===== config.mk =====
export PLATFORM = sky130hd
export DESIGN_NAME = sync_update_eeprom_segment_ctrl
export DESIGN_NICKNAME = d
export VERILOG_FILES = /design/src/hdl/sync_seg_pkg.sv /design/src/hdl/seg_walker.sv /design/src/hdl/sync_update_eeprom_segment_ctrl.sv
export SDC_FILE = /design/constraint.sdc
export NUM_CORES = 1
export LEC_CHECK = 0
export ABC_AREA = 0
export BUFFER_PORTS_ARGS = -buffer_cell sky130_fd_sc_hd__buf_2
export CORE_ASPECT_RATIO = 1.25
export CORE_MARGIN = 4
export CORE_UTILIZATION = 40
export DETAILED_ROUTE_END_ITERATION = 8
export PLACE_DENSITY = 0.66
export SLEW_MARGIN = 30
export SYNTH_ARGS = -nofsm -noshare
export SYNTH_HDL_FRONTEND = slang
export SYNTH_SLANG_ARGS = --single-unit

===== constraint.sdc =====
create_clock -name I_REF_CLK -period 2.9 [get_ports I_REF_CLK]
set_clock_uncertainty 0.15 [all_clocks]
set_input_delay 0.145 -clock I_REF_CLK [delete_from_list [all_inputs] [get_ports I_REF_CLK]]
set_output_delay 0.145 -clock I_REF_CLK [all_outputs]
set_load 0.01 [all_outputs]

===== src/hdl/sync_seg_pkg.sv =====
// Constants for the system control, commit and buffer segment registers
package sync_seg_pkg;
   localparam logic [11:0] SYS_CTRL_OFFSET = 12'h230;
   localparam logic [11:0] UPDATE_OFFSET = 12'h232;
   localparam logic [11:0] SEG_FIRST_OFFSET = 12'hA00;
   localparam logic [11:0] SEG_LAST_OFFSET = 12'hA16;
   localparam int SEG_COUNT = 23;
   localparam int CTRL_ANTIRUNT_OFF_BIT = 3;
   localparam int CTRL_SYNC_PD_BIT = 2;
   localparam int CTRL_DIST_PD_BIT = 1;
   localparam int CTRL_SOFT_SYNC_BIT = 0;
   localparam int UPDATE_BIT = 0;
   localparam logic [3:0] SYS_CTRL_RESET = 4'h0;
   localparam logic [7:0] OP_COMMIT = 8'h80;
   localparam logic [7:0] OP_END = 8'hFF;
   localparam logic [4:0] SEG_LAST_INDEX = 5'h16;
   // Entry: count-1, address high, address low; then commit and end codes
   localparam logic [7:0] SEG_RESET [0:SEG_COUNT-1] = '{
      8'h07, 8'h00, 8'h00,
      8'h1F, 8'h00, 8'h10,
      8'h3F, 8'h00, 8'hF0,
      8'h3F, 8'h01, 8'h90,
      8'h0F, 8'h02, 8'h30,
      OP_COMMIT, OP_END,
      8'h00, 8'h00, 8'h00, 8'h00, 8'h00, 8'h00};
   typedef enum logic [2:0] {
      ST_IDLE = 3'b000,
      ST_OP = 3'b001,
      ST_ADDR_HI = 3'b010,
      ST_ADDR_LO = 3'b011
   } walk_state_t;
endpackage


===== src/hdl/seg_walker.sv =====
// Walker that steps the buffer segment entries for the memory controller
`timescale 1ns/1ns
module seg_walker
   import sync_seg_pkg::*;
(
   // Clock and reset
   input wire logic i_clk,
   input wire logic i_rst,
   // Controller side
   input wire logic i_start,
   input wire logic [7:0] i_seg_byte,
   output logic [4:0] o_seg_index,
   output logic o_busy,
   output logic o_range_valid,
   output logic [7:0] o_range_count,
   output logic [15:0] o_range_addr,
   output logic o_commit,
   output logic o_done
);
   walk_state_t state_reg, state_next;
   logic [4:0] idx_reg, idx_next;
   logic [7:0] count_reg, count_next;
   logic [15:0] addr_reg, addr_next;
   logic valid_reg, valid_next;
   logic commit_reg, commit_next;
   logic done_reg, done_next;
   logic busy_reg, busy_next;

   always_comb begin
      state_next = state_reg;
      idx_next = idx_reg;
      count_next = count_reg;
      addr_next = addr_reg;
      valid_next = 1'b0;
      commit_next = 1'b0;
      done_next = 1'b0;
      case (state_reg)
         ST_IDLE: begin
            if (i_start) begin
               idx_next = 5'h00;
               state_next = ST_OP;
            end
         end
         ST_OP: begin
            // Entries are taken in ascending order until the end code
            if (i_seg_byte == OP_END) begin
               done_next = 1'b1;
               state_next = ST_IDLE;
            end else if (i_seg_byte == OP_COMMIT) begin
               commit_next = 1'b1;
               idx_next = idx_reg + 5'h01;
               if (idx_reg == SEG_LAST_INDEX) begin
                  done_next = 1'b1;
                  state_next = ST_IDLE;
               end
            end else if (idx_reg >= SEG_LAST_INDEX - 5'h01) begin
               // Truncated entry at the table end is dropped
               done_next = 1'b1;
               state_next = ST_IDLE;
            end else begin
               count_next = i_seg_byte;
               idx_next = idx_reg + 5'h01;
               state_next = ST_ADDR_HI;
            end
         end
         ST_ADDR_HI: begin
            addr_next = {i_seg_byte, addr_reg[7:0]};
            idx_next = idx_reg + 5'h01;
            state_next = ST_ADDR_LO;
         end
         ST_ADDR_LO: begin
            addr_next = {addr_reg[15:8], i_seg_byte};
            valid_next = 1'b1;
            idx_next = idx_reg + 5'h01;
            if (idx_reg == SEG_LAST_INDEX) begin
               done_next = 1'b1;
               state_next = ST_IDLE;
            end else begin
               state_next = ST_OP;
            end
         end
         default: begin
            state_next = ST_IDLE;
         end
      endcase
      // Busy comes from its own flop so the top output needs no gate
      busy_next = (state_next != ST_IDLE);
   end

   always_ff @(posedge i_clk) begin
      if (i_rst) begin
         state_reg <= ST_IDLE;
         idx_reg <= 5'h00;
         count_reg <= 8'h00;
         addr_reg <= 16'h0000;
         valid_reg <= 1'b0;
         commit_reg <= 1'b0;
         done_reg <= 1'b0;
         busy_reg <= 1'b0;
      end else begin
         state_reg <= state_next;
         idx_reg <= idx_next;
         count_reg <= count_next;
         addr_reg <= addr_next;
         valid_reg <= valid_next;
         commit_reg <= commit_next;
         done_reg <= done_next;
         busy_reg <= busy_next;
      end
   end

   assign o_seg_index = idx_reg;
   assign o_busy = busy_reg;
   assign o_range_valid = valid_reg;
   assign o_range_count = count_reg;
   assign o_range_addr = addr_reg;
   assign o_commit = commit_reg;
   assign o_done = done_reg;
endmodule


===== src/hdl/sync_update_eeprom_segment_ctrl.sv =====
// System sync control, register commit and buffer segment register bank
// Functional notes
// - Control bit 3 at 1 turns the runt-pulse suppression off; at 0 it stays on.
// - Control bit 2 at 1 powers down the output alignment function.
// - Control bit 1 at 1 powers down the distribution reference.
// - Soft alignment bit 0 at 1 holds the channels static, like the pin driven low.
// - A 1-to-0 change of the soft alignment bit fires an alignment event like a pin rise.
// - Writing 1 to update bit 0 copies all buffer registers into the active ones.
// - The update bit clears itself after the copy.
// - The segment bytes hold start addresses and byte counts for save and restore.
// - The segment can also hold a commit code and an end-of-data code.
// - Segment defaults list five address ranges, the last at 0x0230, and then ask for a commit.
`timescale 1ns/1ns
module sync_update_eeprom_segment_ctrl
   import sync_seg_pkg::*;
(
   // Clock and reset
   input wire logic I_REF_CLK,
   input wire logic I_RST,
   // Register access from the serial port decoder
   input wire logic I_REG_WR,
   input wire logic I_REG_RD,
   input wire logic [11:0] I_REG_ADDR,
   input wire logic [7:0] I_REG_WDATA,
   output logic [7:0] O_REG_RDATA,
   output logic O_REG_RVALID,
   // Alignment pin, active low
   input wire logic I_SYNC_N,
   // Distribution controls
   output logic O_ANTIRUNT_EN,
   output logic O_SYNC_PD,
   output logic O_DIST_REF_PD,
   output logic O_SYNC_HOLD,
   output logic O_SYNC_PULSE,
   output logic O_UPDATE_PULSE,
   // Memory controller side
   input wire logic I_NVM_START,
   output logic O_NVM_BUSY,
   output logic O_NVM_RANGE_VALID,
   output logic [7:0] O_NVM_RANGE_COUNT,
   output logic [15:0] O_NVM_RANGE_ADDR,
   output logic O_NVM_DONE
);
   function automatic logic is_seg(input logic [11:0] a);
      is_seg = (a >= SEG_FIRST_OFFSET) && (a <= SEG_LAST_OFFSET);
   endfunction

   logic [3:0] ctrl_reg, ctrl_next;
   logic update_reg, update_next;
   logic [7:0] seg_reg [0:SEG_COUNT-1];
   logic [7:0] seg_next [0:SEG_COUNT-1];
   logic [7:0] rdata_reg, rdata_next;
   logic rvalid_reg, rvalid_next;
   logic sync_meta_reg, sync_pin_reg;
   logic hold_reg, hold_next;
   logic pulse_reg, pulse_next;
   logic antirunt_reg, antirunt_next;
   logic [4:0] walk_index;
   logic walk_commit;
   logic [4:0] acc_index;
   logic upd_set;

   assign acc_index = 5'(I_REG_ADDR - SEG_FIRST_OFFSET);

   // Register writes and reads
   always_comb begin
      ctrl_next = ctrl_reg;
      rdata_next = rdata_reg;
      rvalid_next = I_REG_RD;
      for (int i = 0; i < SEG_COUNT; i++) begin
         seg_next[i] = seg_reg[i];
      end
      if (I_REG_WR) begin
         if (I_REG_ADDR == SYS_CTRL_OFFSET) begin
            ctrl_next = I_REG_WDATA[3:0];
         end else if (is_seg(I_REG_ADDR)) begin
            seg_next[acc_index] = I_REG_WDATA;
         end
      end
      // Own flop, so the pin needs no gate after the register
      antirunt_next = !ctrl_next[CTRL_ANTIRUNT_OFF_BIT];
      if (I_REG_RD) begin
         if (I_REG_ADDR == SYS_CTRL_OFFSET) begin
            rdata_next = {4'h0, ctrl_reg};
         end else if (I_REG_ADDR == UPDATE_OFFSET) begin
            rdata_next = {7'h00, update_reg};
         end else if (is_seg(I_REG_ADDR)) begin
            rdata_next = seg_reg[acc_index];
         end else begin
            rdata_next = 8'h00;
         end
      end
   end

   always_ff @(posedge I_REF_CLK) begin
      if (I_RST) begin
         ctrl_reg <= SYS_CTRL_RESET;
         antirunt_reg <= !SYS_CTRL_RESET[CTRL_ANTIRUNT_OFF_BIT];
         rdata_reg <= 8'h00;
         rvalid_reg <= 1'b0;
         for (int i = 0; i < SEG_COUNT; i++) begin
            seg_reg[i] <= SEG_RESET[i];
         end
      end else begin
         ctrl_reg <= ctrl_next;
         antirunt_reg <= antirunt_next;
         rdata_reg <= rdata_next;
         rvalid_reg <= rvalid_next;
         for (int i = 0; i < SEG_COUNT; i++) begin
            seg_reg[i] <= seg_next[i];
         end
      end
   end

   // Commit strobe: host write or walker commit code, one cycle only
   always_comb begin
      upd_set = (I_REG_WR && I_REG_ADDR == UPDATE_OFFSET && I_REG_WDATA[UPDATE_BIT])
         || walk_commit;
      update_next = upd_set;
   end

   // Alignment hold and event; pin passes two flops first
   always_comb begin
      hold_next = (!sync_pin_reg || ctrl_reg[CTRL_SOFT_SYNC_BIT])
         && !ctrl_reg[CTRL_SYNC_PD_BIT];
      pulse_next = hold_reg && !hold_next && !ctrl_reg[CTRL_SYNC_PD_BIT];
   end

   always_ff @(posedge I_REF_CLK) begin
      if (I_RST) begin
         update_reg <= 1'b0;
         sync_meta_reg <= 1'b1;
         sync_pin_reg <= 1'b1;
         hold_reg <= 1'b0;
         pulse_reg <= 1'b0;
      end else begin
         update_reg <= update_next;
         sync_meta_reg <= I_SYNC_N;
         sync_pin_reg <= sync_meta_reg;
         hold_reg <= hold_next;
         pulse_reg <= pulse_next;
      end
   end

   seg_walker u_walker (
      .i_clk(I_REF_CLK),
      .i_rst(I_RST),
      .i_start(I_NVM_START),
      .i_seg_byte(seg_reg[walk_index]),
      .o_seg_index(walk_index),
      .o_busy(O_NVM_BUSY),
      .o_range_valid(O_NVM_RANGE_VALID),
      .o_range_count(O_NVM_RANGE_COUNT),
      .o_range_addr(O_NVM_RANGE_ADDR),
      .o_commit(walk_commit),
      .o_done(O_NVM_DONE)
   );

   assign O_REG_RDATA = rdata_reg;
   assign O_REG_RVALID = rvalid_reg;
   assign O_ANTIRUNT_EN = antirunt_reg;
   assign O_SYNC_PD = ctrl_reg[CTRL_SYNC_PD_BIT];
   assign O_DIST_REF_PD = ctrl_reg[CTRL_DIST_PD_BIT];
   assign O_SYNC_HOLD = hold_reg;
   assign O_SYNC_PULSE = pulse_reg;
   assign O_UPDATE_PULSE = update_reg;
endmodule


### Yosys cells after proc, flatten, opt, wreduce, memory -nomap -nowiden

Memory sizes are Yosys's and may differ from the RTL's. A register that Yosys moved wholly into a read port is not among the register bits.
Index checks and enable logic that the tools add are counted.

* register bits: 55
* bits in latches: 0
* bits in writable memories: 184
* bits in read-only memories: 0
* output and inout port bits: 42
* memories kept: 1

Memory list
* seg_reg: depth 23, width 8, read ports 25, clocked after memory_dff 1, wr ports 23, line sync_update_eeprom_segment_ctrl.sv:50 `logic [7:0] seg_reg [0:SEG_COUNT-1];`

* add/subtract/negate cells: 2
* $mul: 0
* divide/modulo/power cells: 0
* order comparisons: 5
* equal/unequal tests: 11
* shift operators: 0
* muxes and demuxes: 59
* bitwise gates (word level): 30
* reductions and logical operators: 23

Operators by type and width (number)
* $mux W184: 3
* $mux W8: 27
* $bwmux W184: 1
* $demux W8 S5: 1
* $pmux W16 S2: 1
* $mux W5: 6
* $eq A12 B10 Y1 const B: 2
* $or A1 B1 Y1: 23
* $eq A8 B8 Y1 const B: 2
* $pmux W5 S3: 1
* $ge A12 B12 Y1 const B: 1
* $le A12 B12 Y1 const B: 1
* $mux W3: 4
* $pmux W3 S4: 1
* $mux W1: 10
* $mux W4: 2
* $reduce_and A4 Y1: 2
* $logic_and A1 B1 Y1: 7
* $eq A3 B2 Y1 const B: 2
* $ge A6 B6 Y1 const B: 1
* $lt A6 B1 Y1 const B: 1
* $not A1 Y1: 6
* $not A5 Y6: 1
* $reduce_and A2 Y1: 3
* 15 further kinds: 21

### Longest topological paths before layout

* depth after elaboration: 11
* mapped depth: 13
* mapped depth without buffers: 9

### Cells and area by module

A second synthesis with hierarchy kept.

* cells, all modules: 1196
* area total of the unflattened synthesis: 12141.6 um2

Modules (own cells, without submodules)
* sync_update_eeprom_segment_ctrl: times used 1, cells each 1038, area an instance 10651.5 um2
* seg_walker: times used 1, cells each 158, area an instance 1490.2 um2

### Worst setup path before layout

Ideal clock, no wire load.

* kind: reg2reg
* start point: reg with a tool-made name
* end point: reg with a tool-made name
* setup time: 0.104 ns
* arrival time: 2.562 ns
* data required time: 2.646 ns
* setup slack: 0.085 ns
* stages on the path, launching flop included: 11
* buffers on the path: 1
* clock period less this slack: 2.815 ns
* path through: dfxtp_1 > buf_6 > mux4_2 > nor2b_1 > a2111oi_2 > a211o_2 > nand4_2 > nor2_4 > o31ai_2 > or4_4 > o32ai_1

==> flow_metrics.py <==
metrics = {
    "placed_design": {
        "detailed_place_hpwl_microns": 27460,
        "gp_congestion": 0.9373,
        "port_buffers": 67,
        "detailed_place.area_sq_um": 13400,
    },
    "timing": {
        "setup_viol": 20,
        "setup_tns_ns": -2.714,
        "worst_setup_slack_after_layout_ns": -0.1849,
        "tightest_slew_ns": 0.9215,
        "rsz_0062_raised_after_global_routing": "yes",
        "max_slew_margin_pct": 38.57,
        "fmax_ghz": 0.3242,
        "timing.final.crit_period_ns": 3.085,
        "slew_violations": 0,
        "timing.final.hold_violations": 0,
        "timing.final.crit_share_pct": 106.4,
        "final.hold.worst_slack_ns": 0.01389,
    },
    "synth": {
        "synth_top_flop_cell": "dfxtp_1",
        "synth.ff_latch_count": 244,
        "synth_area_per_cell_sq_um": 9.116,
        "ys_warn_count": 0,
        "synth_nets": 1371,
        "post_synth_inst_count": 1342,
        "synthesis.area_sq_um": 12230,
        "seq_total_area_yosys_pct": 39.93,
        "distinct_cells_synth": 73,
        "ys_async_sr_fraction_pct": 0,
        "synth-edff-count": 0,
    },
    "critical_path": {
        "worst_ep_arrival_time_ns": 3.35,
        "reg2reg_depth": 11,
        "timing_worst_setup_path_type": "reg2reg",
        "setup.reg_to_reg.worst_slack_ns": -0.18,
        "critical_path.startpoint_type": "flop",
        "critPathSlowestCell": "mux4_2",
        "timing.critical_path.cells": "buf_12, mux4_2, nor2b_1, a2111oi_4, a211o_4, nor4_4, buf_4, nand3_1, o31ai_2, or4_4, o32ai_2",
        "worstSetupEndpointType": "flop",
        "timing.critical_path.slowest_cell_delay_ns": 0.48,
        "max_fanout_on_critical_path": 6,
        "worstPathRequired_ns": 3.16,
    },
    "outcome": {
        "violations": "setup timing",
        "run_status": "finished with violations",
    },
    "drt": {
        "drc_errors": 0,
        "drt_first_iter_violations": 1285,
        "routedWlPerCell_microns": 21.80,
        "route.antenna.remaining_nets": 0,
        "via_per_inst": 6.011,
        "routed_wirelength_microns": 40590,
        "first_pass_iters": 6,
        "routed-via-count": 11190,
    },
    "layout": {
        "final.fill_count": 2753,
        "area_used_by_multi_input_combinational_logic_sq_um": 6934,
        "nets": 1471,
        "syn2layout_area_growth_pct": 21.24,
        "final-seq-area_sq_um": 4896,
        "share_of_cells_above_drive_strength_1_pct": 24.30,
        "num_antenna_cells": 0,
        "post-route-cell-area_sq_um": 14830,
        "most_frequent_cells_in_the_layout": "dfxtp_1, nand2_1, a21oi_1",
        "largest_register_ffs": 184,
        "leading_cell_type_in_the_layout_fill_and_taps_excluded": "dfxtp_1",
    },
    "clocking": {
        "tritoncts": "yes",
        "cts.root.buffer_cell": "clkbuf_16",
        "max-clock-path-buffers": 3,
        "clock_latency_ns": 0.54,
        "numClockSinks": 244,
        "htree_num_levels": 1,
        "clk_transition_reported_paths_ns": 0.06,
        "numCtsBuffers": 25,
    },
    "power_and_ir_drop": {
        "switching_share_pct": 23.68,
        "total_leakage_power_nw": 5.369,
        "p_per_area_nw_per_um2": 489.7,
        "p_comb_share_pct": 7.4,
        "power.ir.vdd_worst_mv": 0.4823,
        "switching_power_mw": 1.720,
        "power_frac_seq_pct": 46.5,
        "power_report.internal_total_mw": 5.544,
        "power.clock.fraction_pct": 46.2,
    },
    "global_routing": {
        "grt_overflow_total": 0,
        "grt_util_all_layers_pct": 23.15,
        "grt_pass1_wl_microns": 60940,
        "first_global_vias": 10380,
        "antenna_found_initial": 0,
        "largest_net_degree_at_the_start_of_global_routing": 147,
    },
    "floorplanning": {
        "core_area_sq_um": 30120,
        "dieArea_sq_um": 33470,
        "die-height_microns": 203.5,
        "ioPinCount": 68,
        "die_x_microns": 164.4,
        "initial_core_util_pct": 40.62,
        "row_count": 71,
    },
    "job": {
        "cap_violations": 0,
    },
    "min_path": {
        "min_from": "I_RST",
        "hold_end": "u_walker.o_range_count[1]",
        "depth_of_the_worst_hold_timing_path": 2,
        "holdCritPathClass": "in2reg",
    },
}
power by group through the flow:
stage               Sequential (mW)  Combinational, mW  Clock (mW)
floorplan                      3.45              0.309           0
global placement               3.45              0.490           0
detailed placement             3.45              0.492           0
CTS                            3.37              0.509        3.40
global route                   3.37              0.558        3.53
finish                         3.37              0.534        3.36
critical path, delay by kind of cell, from the launching register on:
family / cells / cell delay [ns]
AOI/OAI and AO/OA: 4 / 0.84
DFF: 1 / 0.42
muxes: 1 / 0.48
buffers and inverters: 2 / 0.29
and+or+nand+nor: 4 / 0.78
cells by family after synthesis:
group                      after synthesis  share of synthesized area [%]
AOI/OAI and AO/OA                      291                          14.67
muxes                                  140                          19.13
and+or+nand+nor                        527                          20.60
adders and majority gates                3                         0.3068
DFF                                    244                          39.93
xor gates and xnor gates                 1                        0.07160
other                                    1                        0.03065
buffers and inverters                  135                          5.267
metrics by stage:
stage / power, mW / util, % / instances / setup slack, ns
6_report: 7.264 / 49.25 / 1862 / -0.1849
5_1_grt: 7.459 / 49.25 / 1862 / -0.2896
4_1_cts: 7.281 / 48.06 / 1841 / -0.1617
3_5_place_dp: 3.944 / 44.48 / 1779 / -0.2916
3_3_place_gp: 3.941 / 44.47 / 1779 / -0.2381
2_1_floorplan: 3.758 / - / 1342 / 0.08480
worst max-delay path by stage:
stage,startpoint,to,cells after the start,slack (ns)
global route,flop,flop,13,-0.29
finish,flop,flop,11,-0.18
detailed placement,flop,flop,12,-0.29
global placement,flop,u_walker.o_range_count[0],12,-0.24
CTS,flop,flop,10,-0.16
floorplan,flop,flop,10,0.08
repair_timing:
| action | CTS | global route |
|---|---|---|
| hold buffers | 9 | 0 |
| buffers inserted | 7 | 21 |
| cloned | 0 | 2 |
| hold endpoints to repair | 71 | 0 |
| pin swaps | 1 | 17 |
| gates resized for setup | 21 | 39 |
| setup endpoints to repair | 23 | 23 |
layout make-up:
type                    count  area share [%]
repair buffers            196           10.81
well taps                 401           3.383
inverters                  12          0.3037
multi-input cells         963           46.75
flip-flops and latches    244           33.01
clock inverters            12          0.9701
clock buffers              34           4.783
cells in the mapped netlist (13+ instances only):
cell type	n	area (sq um)
mux2i_1	64	640.6
o21ai_0	30	150.1
dfxtp_1	244	4885
a211o_1	27	236.5
clkbuf_1	86	322.8
nand3b_1	14	105.1
nand3_1	157	785.8
nand2b_1	13	81.33
nand2_1	211	792.0
nor2_1	54	202.7
buf_1	14	52.55
and3_1	30	187.7
a211oi_1	14	105.1
a21oi_1	164	820.8
mux4_2	59	1329
per-layer routing:
metal | vias to the layer above | part of all wire, % | global-route usage (%)
li1 | 5089 | - | -
met5 | - | 0 | 0
met1 | 5407 | 39 | 29.67
met2 | 586 | 48 | 38.29
met3 | 110 | 8.1 | 3.537
met4 | 0 | 4.9 | 10.91
(Power assumes the default switching activity.)
